<file path="src/bcms_params.svh">
`ifndef BCMS_PARAMS_SVH
`define BCMS_PARAMS_SVH
// Command block word offsets
`define BCMS_OFS_CTL 16'h0001
`define BCMS_OFS_CMD1 16'h0002
`define BCMS_OFS_CMD2 16'h0003
`define BCMS_OFS_PTR 16'h0004
`define BCMS_OFS_STS1 16'h0005
`define BCMS_OFS_STS2 16'h0006
`define BCMS_OFS_TAIL 16'h0007
// Control, command and status word fields
`define BCMS_CTL_ME 15
`define BCMS_CTL_SKIP 14
`define BCMS_CTL_INTC 13
`define BCMS_CTL_POLL 12
`define BCMS_CTL_RETRY 11
`define BCMS_CTL_EOL 10
`define BCMS_CTL_RTRT 9
`define BCMS_CTL_MON 8
`define BCMS_CMD_TR 10
`define BCMS_STS_ME 10
// Interrupt status bits
`define BCMS_HP_EOL 0
`define BCMS_HP_ME 1
`define BCMS_HP_STD 2
`define BCMS_ISW_INTC 0
`define BCMS_ISW_POLL 1
`define BCMS_ISW_ME 2
// Word sync patterns
`define BCMS_SYNC_CMD 3'h7
`define BCMS_SYNC_DAT 3'h0
// Timing
`define BCMS_CLK_NS 20
`define BCMS_STEP_NS 16000
`define BCMS_GAP_NS 4000
`define BCMS_TMO_NS 14000
`define BCMS_BIT_NS 1000
`define BCMS_STEP_CYC (`BCMS_STEP_NS / `BCMS_CLK_NS)
`define BCMS_GAP_CYC ((`BCMS_GAP_NS + `BCMS_CLK_NS - 1) / `BCMS_CLK_NS)
`define BCMS_TMO_CYC (`BCMS_TMO_NS / `BCMS_CLK_NS)
`define BCMS_BIT_CYC (`BCMS_BIT_NS / `BCMS_CLK_NS)
`endif

</file>
<file path="src/bcms_pkg.sv">
package bcms_pkg;
  typedef enum logic [4:0] {
    S_IDLE = 5'h00, S_F_CTL = 5'h01, S_F_CMD1 = 5'h03, S_F_PTR = 5'h02,
    S_TX_CMD1 = 5'h06, S_F_CMD2 = 5'h07, S_TX_CMD2 = 5'h05,
    S_TX_DATA = 5'h04, S_RX_STAT = 5'h0c, S_W_STAT = 5'h0d,
    S_RX_DATA = 5'h0f, S_W_DATA = 5'h0e, S_POST = 5'h0a,
    S_HP_HOLD = 5'h0b, S_LOG_ISW = 5'h09, S_LOG_PTR = 5'h08,
    S_LOG_TAIL = 5'h18, S_DELAY = 5'h19, S_WB_CTL = 5'h1b,
    S_RD_TAIL = 5'h1a, S_DMA_HOLD = 5'h1e
  } bcms_state_e;
  typedef struct packed {
    logic req;
    logic stb;
    logic we;
    logic [15:0] addr;
    logic [15:0] wdata;
  } bcms_dma_s;
  typedef struct packed {
    logic valid;
    logic err;
    logic cmd_sync;
    logic [15:0] word;
  } bcms_rxw_s;
  typedef struct packed {
    bcms_state_e state;
    bcms_dma_s dma;
    logic busy;
    logic [15:0] ctl;
    logic [15:0] cmd1;
    logic [15:0] cmd2;
    logic [15:0] dptr;
    logic [15:0] cur_blk;
    logic [15:0] log_ptr;
    logic [15:0] buf_w;
    logic [15:0] rxd;
    logic [15:0] tx_word;
    logic buf_vld;
    logic txw;
    logic tx_start;
    logic tx_cmd;
    logic [5:0] cnt;
    logic [5:0] fcnt;
    logic phase;
    logic err;
    logic me;
    logic retry;
    logic bus;
    logic [2:0] rtry;
    logic [2:0] isw;
    logic [2:0] hp;
    logic hp_n;
    logic pls_n;
    logic lvl_n;
    logic [17:0] dly;
    logic [7:0] gap;
    logic [9:0] tmo;
  } bcms_seq_s;
endpackage : bcms_pkg

</file>
<file path="src/bcms_codec.sv">
`timescale 1ns/1ns
`include "bcms_params.svh"
module bcms_codec
  import bcms_pkg::*;
(
  input wire logic clk,
  input wire logic srst,
  input wire logic tx_start,
  input wire logic [15:0] tx_word,
  input wire logic tx_cmd,
  input wire logic rx_bit,
  input wire logic rx_act,
  output logic tx_bit,
  output logic tx_en,
  output logic tx_done,
  output bcms_rxw_s rx
);
  logic [5:0] div_r, div_nxt;
  logic [19:0] tsh_r, tsh_nxt, rsh_r, rsh_nxt;
  logic [4:0] tn_r, tn_nxt, rn_r, rn_nxt;
  logic bit_r, bit_nxt, en_r, en_nxt, done_r, done_nxt;
  bcms_rxw_s rx_r, rx_nxt;
  logic ben;

  // Bit rate is a one-cycle enable, not a second clock
  always_comb begin
    ben = (div_r == 6'(`BCMS_BIT_CYC - 1));
    div_nxt = ben ? 6'h00 : div_r + 6'h01;
    tsh_nxt = tsh_r;
    tn_nxt = tn_r;
    bit_nxt = bit_r;
    en_nxt = en_r;
    done_nxt = 1'b0;
    rsh_nxt = rsh_r;
    rn_nxt = rn_r;
    rx_nxt = rx_r;
    rx_nxt.valid = 1'b0;
    if (tx_start && !en_r) begin
      tsh_nxt = {(tx_cmd ? `BCMS_SYNC_CMD : `BCMS_SYNC_DAT), tx_word,
                 ~^tx_word};
      tn_nxt = 5'h14;
      en_nxt = 1'b1;
    end else if (ben && en_r) begin
      if (tn_r != 5'h00) begin
        bit_nxt = tsh_r[19];
        tsh_nxt = {tsh_r[18:0], 1'b0};
        tn_nxt = tn_r - 5'h01;
      end else begin
        en_nxt = 1'b0;
        bit_nxt = 1'b0;
        done_nxt = 1'b1;
      end
    end
    // Word sync and parity judged here, the sequencer sees only results
    if (!rx_act) begin
      rn_nxt = 5'h00;
    end else if (ben) begin
      rsh_nxt = {rsh_r[18:0], rx_bit};
      rn_nxt = rn_r + 5'h01;
      if (rn_r == 5'h13) begin
        rn_nxt = 5'h00;
        rx_nxt.valid = 1'b1;
        rx_nxt.word = rsh_r[15:0];
        rx_nxt.cmd_sync = (rsh_r[18:16] == `BCMS_SYNC_CMD);
        rx_nxt.err = (~^{rsh_r[15:0], rx_bit}) |
          ((rsh_r[18:16] != `BCMS_SYNC_CMD) &&
           (rsh_r[18:16] != `BCMS_SYNC_DAT));
      end
    end
  end

  always_ff @(posedge clk) begin
    if (srst) begin
      div_r <= 6'h00;
      tsh_r <= 20'h00000;
      tn_r <= 5'h00;
      bit_r <= 1'b0;
      en_r <= 1'b0;
      done_r <= 1'b0;
      rsh_r <= 20'h00000;
      rn_r <= 5'h00;
      rx_r <= '0;
    end else begin
      div_r <= div_nxt;
      tsh_r <= tsh_nxt;
      tn_r <= tn_nxt;
      bit_r <= bit_nxt;
      en_r <= en_nxt;
      done_r <= done_nxt;
      rsh_r <= rsh_nxt;
      rn_r <= rn_nxt;
      rx_r <= rx_nxt;
    end
  end

  assign tx_bit = bit_r;
  assign tx_en = en_r;
  assign tx_done = done_r;
  assign rx = rx_r;
endmodule : bcms_codec

</file>
<file path="src/bcms_sequencer.sv">
`timescale 1ns/1ns
`include "bcms_params.svh"
// Functional notes
// Received status address must equal commanded address, else error.
// Flag response timeout, bad words, and malformed RT-RT blocks.
// Host starts operation by a start write after setting up blocks.
// After start, burst-read control word, command one, data pointer.
// BC-RT: read each data word at incrementing pointer and send it.
// Store single-RT status word at block offset five.
// RT-BC: store status first, then data at incrementing addresses.
// RT-RT: send command one, fetch command two at offset three, send.
// RT-RT data stored only when monitor option set.
// RT-RT second status stored at block offset six.
// High-priority interrupt if enabled; message error holds until cleared.
// Standard interrupt logs word and pointer, reads tail, pulses, continues.
// Retry re-fetches the block head words and repeats the message.
// Clean block: tail read, hold cycle, next block fetch in one burst.
// Errored block: control word written back before tail read.
// End-of-list block: stop and wait for a new start.
// Tail pointer becomes the current block address.
// Delay timer starts with message start, retries included; code loads it on the first attempt only, not on retries.
// Next data word is fetched while the current one transmits.
// Message error flag set even when a later retry succeeds.
// Retry reuses the same data addresses.
// End of list with poll match gives both interrupts.
// Delay field counts 16 us steps; zero off; minimum gap kept.
// Skip bit bypasses the message but keeps delay.
// End-of-list bit halts and raises high-priority interrupt.
// Poll interrupt when any mask bit also set in status.
// DMA by request and grant; request held across a burst.
// Serial coding lives in a separate codec module.
module bcms_sequencer
  import bcms_pkg::*;
#(
  parameter int unsigned STEP_CYC = `BCMS_STEP_CYC
) (
  input wire logic CLK_SYS,
  input wire logic SRST,
  input wire logic START,
  input wire logic CUR_BLK_LD,
  input wire logic [15:0] CUR_BLK_IN,
  input wire logic LOG_PTR_LD,
  input wire logic [15:0] LOG_PTR_IN,
  input wire logic [1:0] HP_EN,
  input wire logic [2:0] HP_CLR,
  input wire logic [2:0] STD_EN,
  input wire logic STD_LVL_EN,
  input wire logic [15:0] POLL_COMPARE_MASK,
  input wire logic RETRY_EN,
  input wire logic RETRY_ALT,
  input wire logic [1:0] RETRY_LIMIT,
  input wire logic DMA_GNT,
  input wire logic DMA_ACK,
  input wire logic [15:0] DMA_RDATA,
  input wire logic RX_BIT,
  input wire logic RX_ACT,
  output bcms_dma_s DMA_OUT,
  output logic TX_BIT,
  output logic TX_EN,
  output logic BUS_SEL,
  output logic BUSY,
  output logic [15:0] CUR_BLK,
  output logic [15:0] LOG_PTR,
  output logic [2:0] HP_STATUS,
  output logic HIGH_PRIORITY_IRQ_N,
  output logic STANDARD_IRQ_PULSE_N,
  output logic STANDARD_IRQ_LEVEL_N
);
  bcms_seq_s s_r, n;
  bcms_rxw_s rx;
  bcms_state_e dec_st;
  logic tx_done, acc_done, dma_st, need_f, tx_fin, rp, bad2;
  logic rtrt, end_of_list_flag, nd_fetch;
  logic [5:0] wc;
  logic [4:0] exp_addr;
  logic [15:0] a_addr, a_wd;
  logic a_we;
  logic [2:0] hp_set;

  // Serial side kept apart so framing can change alone
  bcms_codec u_codec (
    .clk(CLK_SYS),
    .srst(SRST),
    .tx_start(s_r.tx_start),
    .tx_word(s_r.tx_word),
    .tx_cmd(s_r.tx_cmd),
    .rx_bit(RX_BIT),
    .rx_act(RX_ACT),
    .tx_bit(TX_BIT),
    .tx_en(TX_EN),
    .tx_done(tx_done),
    .rx(rx)
  );

  assign rtrt = s_r.ctl[`BCMS_CTL_RTRT];
  assign end_of_list_flag = s_r.ctl[`BCMS_CTL_EOL];
  assign wc = (s_r.cmd1[4:0] == 5'h00) ? 6'h20 : {1'b0, s_r.cmd1[4:0]};
  assign exp_addr = (rtrt && !s_r.phase) ? s_r.cmd2[15:11]
                                         : s_r.cmd1[15:11];
  assign tx_fin = s_r.txw && tx_done;
  assign acc_done = s_r.dma.stb && DMA_ACK;
  assign need_f = (s_r.fcnt < wc) && !s_r.buf_vld;
  assign bad2 = s_r.cmd1[`BCMS_CMD_TR] || !DMA_RDATA[`BCMS_CMD_TR] ||
                (s_r.cmd1[15:11] == DMA_RDATA[15:11]) ||
                (s_r.cmd1[4:0] != DMA_RDATA[4:0]);
  assign rp = s_r.err && s_r.ctl[`BCMS_CTL_RETRY] && RETRY_EN &&
              (s_r.rtry <= {1'b0, RETRY_LIMIT});

  function automatic logic is_dma(input bcms_state_e st);
    is_dma = (st == S_F_CTL) || (st == S_F_CMD1) || (st == S_F_PTR) ||
             (st == S_F_CMD2) || (st == S_W_STAT) || (st == S_W_DATA) ||
             (st == S_LOG_ISW) || (st == S_LOG_PTR) ||
             (st == S_LOG_TAIL) || (st == S_WB_CTL) || (st == S_RD_TAIL);
  endfunction : is_dma

  // Address and data of the access that belongs to each state
  always_comb begin
    a_addr = s_r.cur_blk + `BCMS_OFS_CTL;
    a_wd = 16'h0000;
    a_we = 1'b0;
    case (s_r.state)
      S_F_CMD1: a_addr = s_r.cur_blk + `BCMS_OFS_CMD1;
      S_F_PTR: a_addr = s_r.cur_blk + `BCMS_OFS_PTR;
      S_F_CMD2: a_addr = s_r.cur_blk + `BCMS_OFS_CMD2;
      S_TX_DATA: a_addr = s_r.dptr;
      S_W_STAT: begin
        a_addr = s_r.cur_blk + (s_r.phase ? `BCMS_OFS_STS2
                                          : `BCMS_OFS_STS1);
        a_wd = s_r.rxd;
        a_we = 1'b1;
      end
      S_W_DATA: begin
        a_addr = s_r.dptr;
        a_wd = s_r.rxd;
        a_we = 1'b1;
      end
      S_LOG_ISW: begin
        a_addr = s_r.log_ptr;
        a_wd = {13'h0000, s_r.isw};
        a_we = 1'b1;
      end
      S_LOG_PTR: begin
        a_addr = s_r.log_ptr + 16'h0001;
        a_wd = s_r.cur_blk;
        a_we = 1'b1;
      end
      S_LOG_TAIL: a_addr = s_r.log_ptr + 16'h0002;
      S_WB_CTL: begin
        a_wd = s_r.ctl;
        a_wd[`BCMS_CTL_ME] = 1'b1;
        a_we = 1'b1;
      end
      S_RD_TAIL: a_addr = s_r.cur_blk + `BCMS_OFS_TAIL;
      default: a_addr = s_r.cur_blk + `BCMS_OFS_CTL;
    endcase
  end

  // Where a finished message goes next
  always_comb begin
    if (s_r.retry) begin
      dec_st = S_F_CTL;
    end else if (end_of_list_flag) begin
      dec_st = s_r.me ? S_WB_CTL : S_IDLE;
    end else begin
      dec_st = S_DELAY;
    end
  end

  always_comb begin
    n = s_r;
    hp_set = 3'h0;
    nd_fetch = 1'b0;
    n.tx_start = 1'b0;
    n.pls_n = 1'b1;
    dma_st = is_dma(s_r.state) ||
             ((s_r.state == S_TX_DATA) && need_f);
    if (s_r.dma.req && DMA_GNT && !s_r.dma.stb && dma_st) begin
      n.dma.stb = 1'b1;
      n.dma.addr = a_addr;
      n.dma.we = a_we;
      n.dma.wdata = a_wd;
    end
    if (acc_done) begin
      n.dma.stb = 1'b0;
    end
    if (s_r.dly != 18'h00000) begin
      n.dly = s_r.dly - 18'h00001;
    end
    if (s_r.gap != 8'h00) begin
      n.gap = s_r.gap - 8'h01;
    end
    n.tmo = ((s_r.state == S_RX_STAT || s_r.state == S_RX_DATA) &&
             !RX_ACT) ? s_r.tmo + 10'h001 : 10'h000;
    case (s_r.state)
      S_IDLE: begin
        n.busy = 1'b0;
        if (CUR_BLK_LD) begin
          n.cur_blk = CUR_BLK_IN;
        end
        if (LOG_PTR_LD) begin
          n.log_ptr = LOG_PTR_IN;
        end
        if (START) begin
          n.state = S_F_CTL;
          n.busy = 1'b1;
          n.retry = 1'b0;
          n.rtry = 3'h0;
          n.me = 1'b0;
        end
      end
      S_F_CTL: if (acc_done) begin
        n.ctl = DMA_RDATA;
        n.state = S_F_CMD1;
      end
      S_F_CMD1: if (acc_done) begin
        n.cmd1 = DMA_RDATA;
        n.state = S_F_PTR;
      end
      S_F_PTR: if (acc_done) begin
        n.dptr = DMA_RDATA;
        n.err = 1'b0;
        n.phase = 1'b0;
        n.cnt = 6'h00;
        n.fcnt = 6'h00;
        n.buf_vld = 1'b0;
        n.isw = 3'h0;
        if (!s_r.retry) begin
          n.dly = 18'(s_r.ctl[7:0] * STEP_CYC);
        end
        n.state = s_r.ctl[`BCMS_CTL_SKIP] ? S_POST : S_TX_CMD1;
      end
      S_TX_CMD1, S_TX_CMD2: begin
        if (!s_r.txw) begin
          n.tx_start = 1'b1;
          n.tx_cmd = 1'b1;
          n.tx_word = (s_r.state == S_TX_CMD2) ? s_r.cmd2 : s_r.cmd1;
          n.txw = 1'b1;
        end else if (tx_fin) begin
          n.txw = 1'b0;
          if (s_r.state == S_TX_CMD2 || s_r.cmd1[`BCMS_CMD_TR]) begin
            n.state = S_RX_STAT;
          end else if (rtrt) begin
            n.state = S_F_CMD2;
          end else begin
            n.state = S_TX_DATA;
          end
        end
      end
      S_F_CMD2: if (acc_done) begin
        n.cmd2 = DMA_RDATA;
        n.err = bad2;
        n.state = bad2 ? S_POST : S_TX_CMD2;
      end
      S_TX_DATA: begin
        if (acc_done) begin
          n.buf_w = DMA_RDATA;
          n.buf_vld = 1'b1;
          n.dptr = s_r.dptr + 16'h0001;
          n.fcnt = s_r.fcnt + 6'h01;
        end
        if (s_r.buf_vld && !s_r.txw) begin
          n.tx_start = 1'b1;
          n.tx_cmd = 1'b0;
          n.tx_word = s_r.buf_w;
          n.txw = 1'b1;
          n.buf_vld = 1'b0;
        end else if (tx_fin) begin
          n.txw = 1'b0;
          n.cnt = s_r.cnt + 6'h01;
          if (s_r.cnt + 6'h01 == wc) begin
            n.state = S_RX_STAT;
          end
        end
      end
      S_RX_STAT: if (rx.valid) begin
        n.rxd = rx.word;
        n.err = rx.err || !rx.cmd_sync || rx.word[`BCMS_STS_ME] ||
                (rx.word[15:11] != exp_addr);
        if (s_r.ctl[`BCMS_CTL_POLL] &&
            ((rx.word & POLL_COMPARE_MASK) != 16'h0000)) begin
          n.isw[`BCMS_ISW_POLL] = STD_EN[`BCMS_ISW_POLL];
        end
        n.state = S_W_STAT;
      end else if (s_r.tmo == 10'(`BCMS_TMO_CYC)) begin
        n.err = 1'b1;
        n.state = S_POST;
      end
      S_W_STAT: if (acc_done) begin
        n.cnt = 6'h00;
        if (s_r.err || s_r.phase) begin
          n.state = S_POST;
        end else if (rtrt || s_r.cmd1[`BCMS_CMD_TR]) begin
          n.state = S_RX_DATA;
        end else begin
          n.state = S_POST;
        end
      end
      S_RX_DATA: if (rx.valid) begin
        n.rxd = rx.word;
        if (rx.err || rx.cmd_sync) begin
          n.err = 1'b1;
          n.state = S_POST;
        end else if (!rtrt || s_r.ctl[`BCMS_CTL_MON]) begin
          n.state = S_W_DATA;
        end else begin
          n.cnt = s_r.cnt + 6'h01;
          nd_fetch = (s_r.cnt + 6'h01 == wc);
        end
      end else if (s_r.tmo == 10'(`BCMS_TMO_CYC)) begin
        n.err = 1'b1;
        n.state = S_POST;
      end
      S_W_DATA: if (acc_done) begin
        n.dptr = s_r.dptr + 16'h0001;
        n.cnt = s_r.cnt + 6'h01;
        nd_fetch = (s_r.cnt + 6'h01 == wc);
        n.state = S_RX_DATA;
      end
      S_POST: begin
        n.gap = 8'(`BCMS_GAP_CYC);
        n.me = s_r.me || s_r.err;
        n.retry = rp;
        if (rp) begin
          n.rtry = s_r.rtry + 3'h1;
          n.bus = s_r.bus ^ RETRY_ALT;
        end
        hp_set[`BCMS_HP_ME] = s_r.err && HP_EN[`BCMS_HP_ME];
        hp_set[`BCMS_HP_EOL] = end_of_list_flag && !rp &&
                               HP_EN[`BCMS_HP_EOL];
        n.isw[`BCMS_ISW_INTC] = s_r.ctl[`BCMS_CTL_INTC] &&
                                STD_EN[`BCMS_ISW_INTC];
        n.isw[`BCMS_ISW_ME] = s_r.err && STD_EN[`BCMS_ISW_ME];
        n.state = S_HP_HOLD;
      end
      S_HP_HOLD: if (!s_r.hp[`BCMS_HP_ME]) begin
        n.state = (s_r.isw != 3'h0) ? S_LOG_ISW : dec_st;
      end
      S_LOG_ISW: if (acc_done) begin
        n.state = S_LOG_PTR;
      end
      S_LOG_PTR: if (acc_done) begin
        n.state = S_LOG_TAIL;
      end
      S_LOG_TAIL: if (acc_done) begin
        n.log_ptr = DMA_RDATA;
        n.pls_n = 1'b0;
        hp_set[`BCMS_HP_STD] = STD_LVL_EN;
        n.isw = 3'h0;
        n.state = dec_st;
      end
      S_DELAY: if (s_r.dly == 18'h00000 && s_r.gap == 8'h00) begin
        n.state = s_r.me ? S_WB_CTL : S_RD_TAIL;
      end
      S_WB_CTL: if (acc_done) begin
        n.state = end_of_list_flag ? S_IDLE : S_RD_TAIL;
      end
      S_RD_TAIL: if (acc_done) begin
        n.cur_blk = DMA_RDATA;
        n.me = 1'b0;
        n.rtry = 3'h0;
        n.state = S_DMA_HOLD;
      end
      S_DMA_HOLD: n.state = S_F_CTL;
      default: n.state = S_IDLE;
    endcase
    if (nd_fetch) begin
      n.phase = rtrt;
      n.state = rtrt ? S_RX_STAT : S_POST;
    end
    // A new event wins over a clear arriving in the same cycle
    n.hp = hp_set | (s_r.hp & ~HP_CLR);
    n.hp_n = ~|n.hp[`BCMS_HP_ME:`BCMS_HP_EOL];
    n.lvl_n = ~n.hp[`BCMS_HP_STD];
    // Request spans the whole burst so the arbiter cannot cut in
    n.dma.req = is_dma(n.state) || (n.state == S_DMA_HOLD) ||
                ((n.state == S_TX_DATA) && (n.fcnt < wc) && !n.buf_vld);
  end

  always_ff @(posedge CLK_SYS) begin
    if (SRST) begin
      s_r <= '0;
      s_r.hp_n <= 1'b1;
      s_r.pls_n <= 1'b1;
      s_r.lvl_n <= 1'b1;
    end else begin
      s_r <= n;
    end
  end

  assign DMA_OUT = s_r.dma;
  assign BUS_SEL = s_r.bus;
  assign BUSY = s_r.busy;
  assign CUR_BLK = s_r.cur_blk;
  assign LOG_PTR = s_r.log_ptr;
  assign HP_STATUS = s_r.hp;
  assign HIGH_PRIORITY_IRQ_N = s_r.hp_n;
  assign STANDARD_IRQ_PULSE_N = s_r.pls_n;
  assign STANDARD_IRQ_LEVEL_N = s_r.lvl_n;
endmodule : bcms_sequencer

</file>
<file path="config.mk">
export PLATFORM = sky130hd
export DESIGN_NAME = bcms_sequencer
export DESIGN_NICKNAME = d
export VERILOG_FILES = /design/src/bcms_pkg.sv /design/src/bcms_codec.sv /design/src/bcms_sequencer.sv
export VERILOG_INCLUDE_DIRS = /design/src
export SDC_FILE = /design/constraint.sdc
export NUM_CORES = 1
export LEC_CHECK = 0
export ABC_AREA = 1
export ABC_CLOCK_PERIOD_IN_PS = 3000
export BUFFER_PORTS_ARGS = -buffer_cell sky130_fd_sc_hd__buf_2
export CORE_UTILIZATION = 33
export DETAILED_ROUTE_END_ITERATION = 16
export GPL_ROUTABILITY_DRIVEN = 0
export GPL_TIMING_DRIVEN = 1
export PLACE_DENSITY = 0.53
export SLEW_MARGIN = 30
export SYNTH_ARGS = -nofsm -noshare
export SYNTH_HDL_FRONTEND = slang
export SYNTH_SLANG_ARGS = --single-unit
</file>
<file path="constraint.sdc">
create_clock -name CLK_SYS -period 3 [get_ports CLK_SYS]
set_clock_uncertainty 0.05 [all_clocks]
set_input_delay 0.3 -clock CLK_SYS [delete_from_list [all_inputs] [get_ports CLK_SYS]]
set_output_delay 0.3 -clock CLK_SYS [all_outputs]
set_load 0.01 [all_outputs]
</file>
==> Flow_metrics.wiki <==
{| class="wikitable"
! Metric !! Value
|-
| Status || finished, violations left
|-
| Violated checks || negative setup slack
|-
| Layer with the highest usage || met2
|-
| Drt first-iter violations || 1719
|-
| Placement row count || 87
|-
| Wire length per cell after detailed routing || approximately 18 µm
|-
| Final period util || 1.002
|-
| Share of layout cells above drive strength 1 || 0.1415
|-
| Area of the die || 57840 µm²
|-
| P_leak || approximately 9 nW
|-
| Worst path max stage delay || 0.48 ns
|-
| Vias per cell || approximately 5.2
|-
| Post-route DRC violation count || 0
|-
| Buffers on Ports || approximately 160
|-
| Die boundary height || 240.5 µm
|-
| Sequential share of power || 0.433
|-
| Critical setup path kind || reg -> reg
|-
| CP Data Arrival Time || around 3.4 ns
|-
| Number of nets in the layout || 3000
|-
| Post-synth cell types || just over 60
|-
| Launching element type of the critical path || flop
|-
| TritonCTS clock tree || yes
|-
| Buffers from clock root to sink, at most || 3
|-
| Warnings, synthesis || 0
|-
| Total routing resource utilization after global routing || 0.2265
|-
| Worst max-slew margin expressed relative to the limit || 0.4170
|-
| Number of global-route vias before repair || 17570
|-
| Number of enable-type register cells in the synthesized netlist || 0
|-
| Met3 GRT Util || 0.03295
|-
| Post-Synthesis Cells || ~2700
|-
| Register area share after synthesis || 0.3520
|-
| Cell area after placement || about 20000 µm²
|-
| Most used cell, CP || sky130_fd_sc_hd__nand2_1
|-
| Setup violation total in the final timing report || 1
|-
| Residual antenna-violating net count after detailed routing || 0
|-
| Hold Vio Cnt, Final || 0
|-
| Crit path required time || 3.41 ns
|-
| Setup repair after global routing missed its margin || yes
|-
| Filler instances || 5912
|-
| Proportion of register bits with asynchronous set or reset after synthesis || 0
|-
| Internal power contribution || roughly 7.9 mW
|-
| Switching part of the total || 0.2820
|-
| Critical Path Fanout Max || 5
|-
| Share of power burned in combinational logic || 0.138
|-
| Detailed placement HPWL || approximately 50000 µm
|-
| Setup WS pre-CTS || -0.1630 ns
|-
| Most area-hungry cell type in the Yosys netlist || sky130_fd_sc_hd__dfxtp_1
|-
| Power density relative to cell area || between 500 and 600 nW/µm²
|-
| Number of antenna violations at the first check in global routing || 0
|-
| Max_cap viols || 0
|-
| Largest voltage drop on the vdd net || a little over 0.0004 V
|-
| Clock transition at the registers of the reported paths || 0.06 ns
|-
| Number of inserted diodes || 0
|-
| Series of cell instances along the critical path || ha_4, ha_4, inv_2, fa_1, inv_2, ha_4, a21oi_4, nand2_1, nand2_1, nand2_1, a21oi_2, nor2_2, o21ai_1, nand2_1, o21ai_1, a21oi_1, or2_1
|-
| Mapped Nets || between 2000 and 3000
|-
| First-pass GRT wire length || 101400 µm
|-
| Core Box Area || approximately 56000 µm²
|-
| Pin count of the biggest net entering global routing || a little under 100
|-
| Die width || approximately 240 µm
|-
| CTS HTree Levels || 2
|-
| Total clock buffers created by CTS || 39
|-
| Synth-to-layout area growth || 17.16%
|-
| Clock Root Buffer || sky130_fd_sc_hd__clkbuf_16
|-
| Most frequent standard cell in the layout excluding fill and tap cells || sky130_fd_sc_hd__nand2_1
|-
| Count of boundary I/O pins || approximately 160
|-
| Least-Margin Pin Slew || between 0.8 and 0.9 ns
|-
| Syn avg cell area || a little under 7 µm²
|-
| Leading post-synthesis cells by cell area || sky130_fd_sc_hd__dfxtp_1, sky130_fd_sc_hd__nand2_1, sky130_fd_sc_hd__o21ai_0
|-
| Detailed-route via count || roughly 19000
|-
| Clock network power share || 0.429
|-
| First drt pass iteration count || 6
|-
| Drt total wl || between 60000 and 70000 µm
|-
| Type of destination of the critical path || flop
|-
| Worst r2r path cells || 17
|-
| Achievable Freq || 0.3328 GHz
|-
| Met1 usage || 0.3021
|-
| Netlist area before placement || roughly 19000 µm²
|-
| Master of the slowest instance on the critical path || sky130_fd_sc_hd__fa_1
|-
| Insertion delay of the later-clocked pin in the worst-skew pair || approximately 0.57 ns
|-
| Final WS setup || -0.004817 ns
|-
| Net switching power || 3.118 mW
|-
| Post-route minimum period || between 3 and 4 ns
|-
| Hold Path Stages || 3
|-
| Final Max Slew Viols || 0
|-
| Initial core utilization || 0.3335
|-
| Number of storage elements in the synthesis netlist || 330
|-
| Post-route design area || about 22000 µm²
|-
| Most used flip-flop cell after synthesis || sky130_fd_sc_hd__dfxtp_1
|-
| M2 GR Usage || 0.3723
|-
| Top-area cell type share of the netlist area || 0.3520
|-
| Class of the worst hold path || in -> reg
|-
| Overflow after GRT || 0
|-
| Number of clock sinks || between 300 and 400
|-
| Commonest non-fill, non-tap cells in the layout || sky130_fd_sc_hd__nand2_1, sky130_fd_sc_hd__dfxtp_1, sky130_fd_sc_hd__nor2_1, sky130_fd_sc_hd__inv_1, sky130_fd_sc_hd__o21ai_0
|}
-- cell type report --
| type | instances | area [µm²] | share of cell area |
|---|---|---|---|
| repair buffers | 286 | 1893 | 0.08608 |
| flip-flops and latches | 330 | 6615 | 0.3008 |
| clock buffers | 57 | 1175 | 0.05343 |
| clock inverters | 12 | 102.6 | 0.004665 |
| well taps | 756 | 945.9 | 0.04301 |
| multi-input cells | 1897 | 10140 | 0.4613 |
| inverters | 295 | 1115 | 0.05069 |
-- synth_stat cells, types with 6 or more instances --
library cell and number:
sky130_fd_sc_hd__nand2_1 478, sky130_fd_sc_hd__a211oi_1 36, sky130_fd_sc_hd__buf_2 23, sky130_fd_sc_hd__a21oi_1 252
sky130_fd_sc_hd__o21ai_0 268, sky130_fd_sc_hd__xor2_1 34, sky130_fd_sc_hd__ha_1 61, sky130_fd_sc_hd__o21ai_1 15
sky130_fd_sc_hd__buf_4 74, sky130_fd_sc_hd__a311oi_1 21, sky130_fd_sc_hd__nor3_1 37, sky130_fd_sc_hd__clkinv_1 6
sky130_fd_sc_hd__nor2_1 299, sky130_fd_sc_hd__o211ai_1 9, sky130_fd_sc_hd__inv_1 273, sky130_fd_sc_hd__nor2_2 10
sky130_fd_sc_hd__o221ai_1 13, sky130_fd_sc_hd__clkbuf_1 81, sky130_fd_sc_hd__nand2_2 8, sky130_fd_sc_hd__or2_2 9
sky130_fd_sc_hd__nor4_1 12, sky130_fd_sc_hd__inv_2 15, sky130_fd_sc_hd__xnor2_1 36, sky130_fd_sc_hd__nand4_1 36
sky130_fd_sc_hd__nand3_1 130, sky130_fd_sc_hd__a221oi_1 14, sky130_fd_sc_hd__a31oi_1 34, sky130_fd_sc_hd__dfxtp_1 330
sky130_fd_sc_hd__o22ai_1 13
-- state kept, by name, indices dropped and copies added (netlist names) --
register and cells:
HP_STATUS 3, CUR_BLK 16, BUSY 1, end_of_list_flag 1
HIGH_PRIORITY_IRQ_N 1, u_codec.div_r 6, u_codec.tx_done 1, BUS_SEL 1
DMA_OUT 35, u_codec.rsh_r 19, s_r 176, STANDARD_IRQ_LEVEL_N 1
u_codec.tx_en 1, rtrt 1, u_codec.rx 19, STANDARD_IRQ_PULSE_N 1
u_codec.tn_r 5, u_codec.tx_bit 1, u_codec.rn_r 5, LOG_PTR 16
u_codec.tsh_r 20
-- per-stage QoR --
step / setup TNS [ns] / hold slack (ns) / power [mW] / util / std cells
2_1_floorplan: 0 / 0.3794 / 5.886 / - / 2708
3_3_place_gp: -0.1832 / 0.3893 / 6.320 / 0.3601 / 3531
3_5_place_dp: -0.2259 / 0.3982 / 6.349 / 0.3602 / 3531
5_1_grt: -0.3414 / 0.02277 / 11.55 / 0.3908 / 3633
6_report: -0.004817 / 0.01451 / 11.06 / 0.3908 / 3633
4_1_cts: -0.03632 / 0.0008313 / 11.15 / 0.3880 / 3628
-- final timing paths --
path                          from                      end  slack (ns)
max          s_r[199]$_SDFFE_PP0P_       s_r[34]$_SDFF_PP0_      -0.005
max reg2reg  s_r[199]$_SDFFE_PP0P_       s_r[34]$_SDFF_PP0_      -0.005
min                   DMA_RDATA[8]  LOG_PTR[8]$_SDFFE_PP0P_        0.01
min reg2reg   s_r[47]$_SDFFE_PP0P_     s_r[47]$_SDFFE_PP0P_        0.40
-- worst max-delay path, delay by kind of cell, from the launching register on --
family / cells / cell delay [ns]
and+or+nand+nor: 6 / 0.56
adders and majority gates: 4 / 1.21
buffers and inverters: 2 / 0.08
DFF: 1 / 0.36
AOI/OAI and AO/OA: 5 / 0.63
-- power groups by stage --
stage	combinational (mW)	clock [mW]	sequential, mW
detailed placement	1.48	0	4.87
global placement	1.45	0	4.87
global route	1.71	5.04	4.80
floorplan	1.08	0	4.81
finish	1.53	4.74	4.79
CTS	1.51	4.86	4.78
-- timing repair --
item,CTS,global route
hold buffers,28,0
hold endpoints to repair,26,0
pin swaps,1,11
buffers inserted,0,5
setup endpoints to repair,2,13
resized for setup,7,23
-- routing by layer --
metal,vias to the layer above,share of wire
met1,8848,0.45
li1,9339,-
met4,0,0.032
met2,639,0.46
met3,114,0.062
met5,-,0
-- kinds of logic after synthesis --
group / count (synthesis) / share of synthesized area
flops: 330 / 0.3520
compound gates: 718 / 0.2184
xor+xnor: 70 / 0.03266
fa+ha+maj: 65 / 0.04493
simple gates: 1044 / 0.2378
buf+inv: 481 / 0.1143
Power figures use the tool's default switching activity.
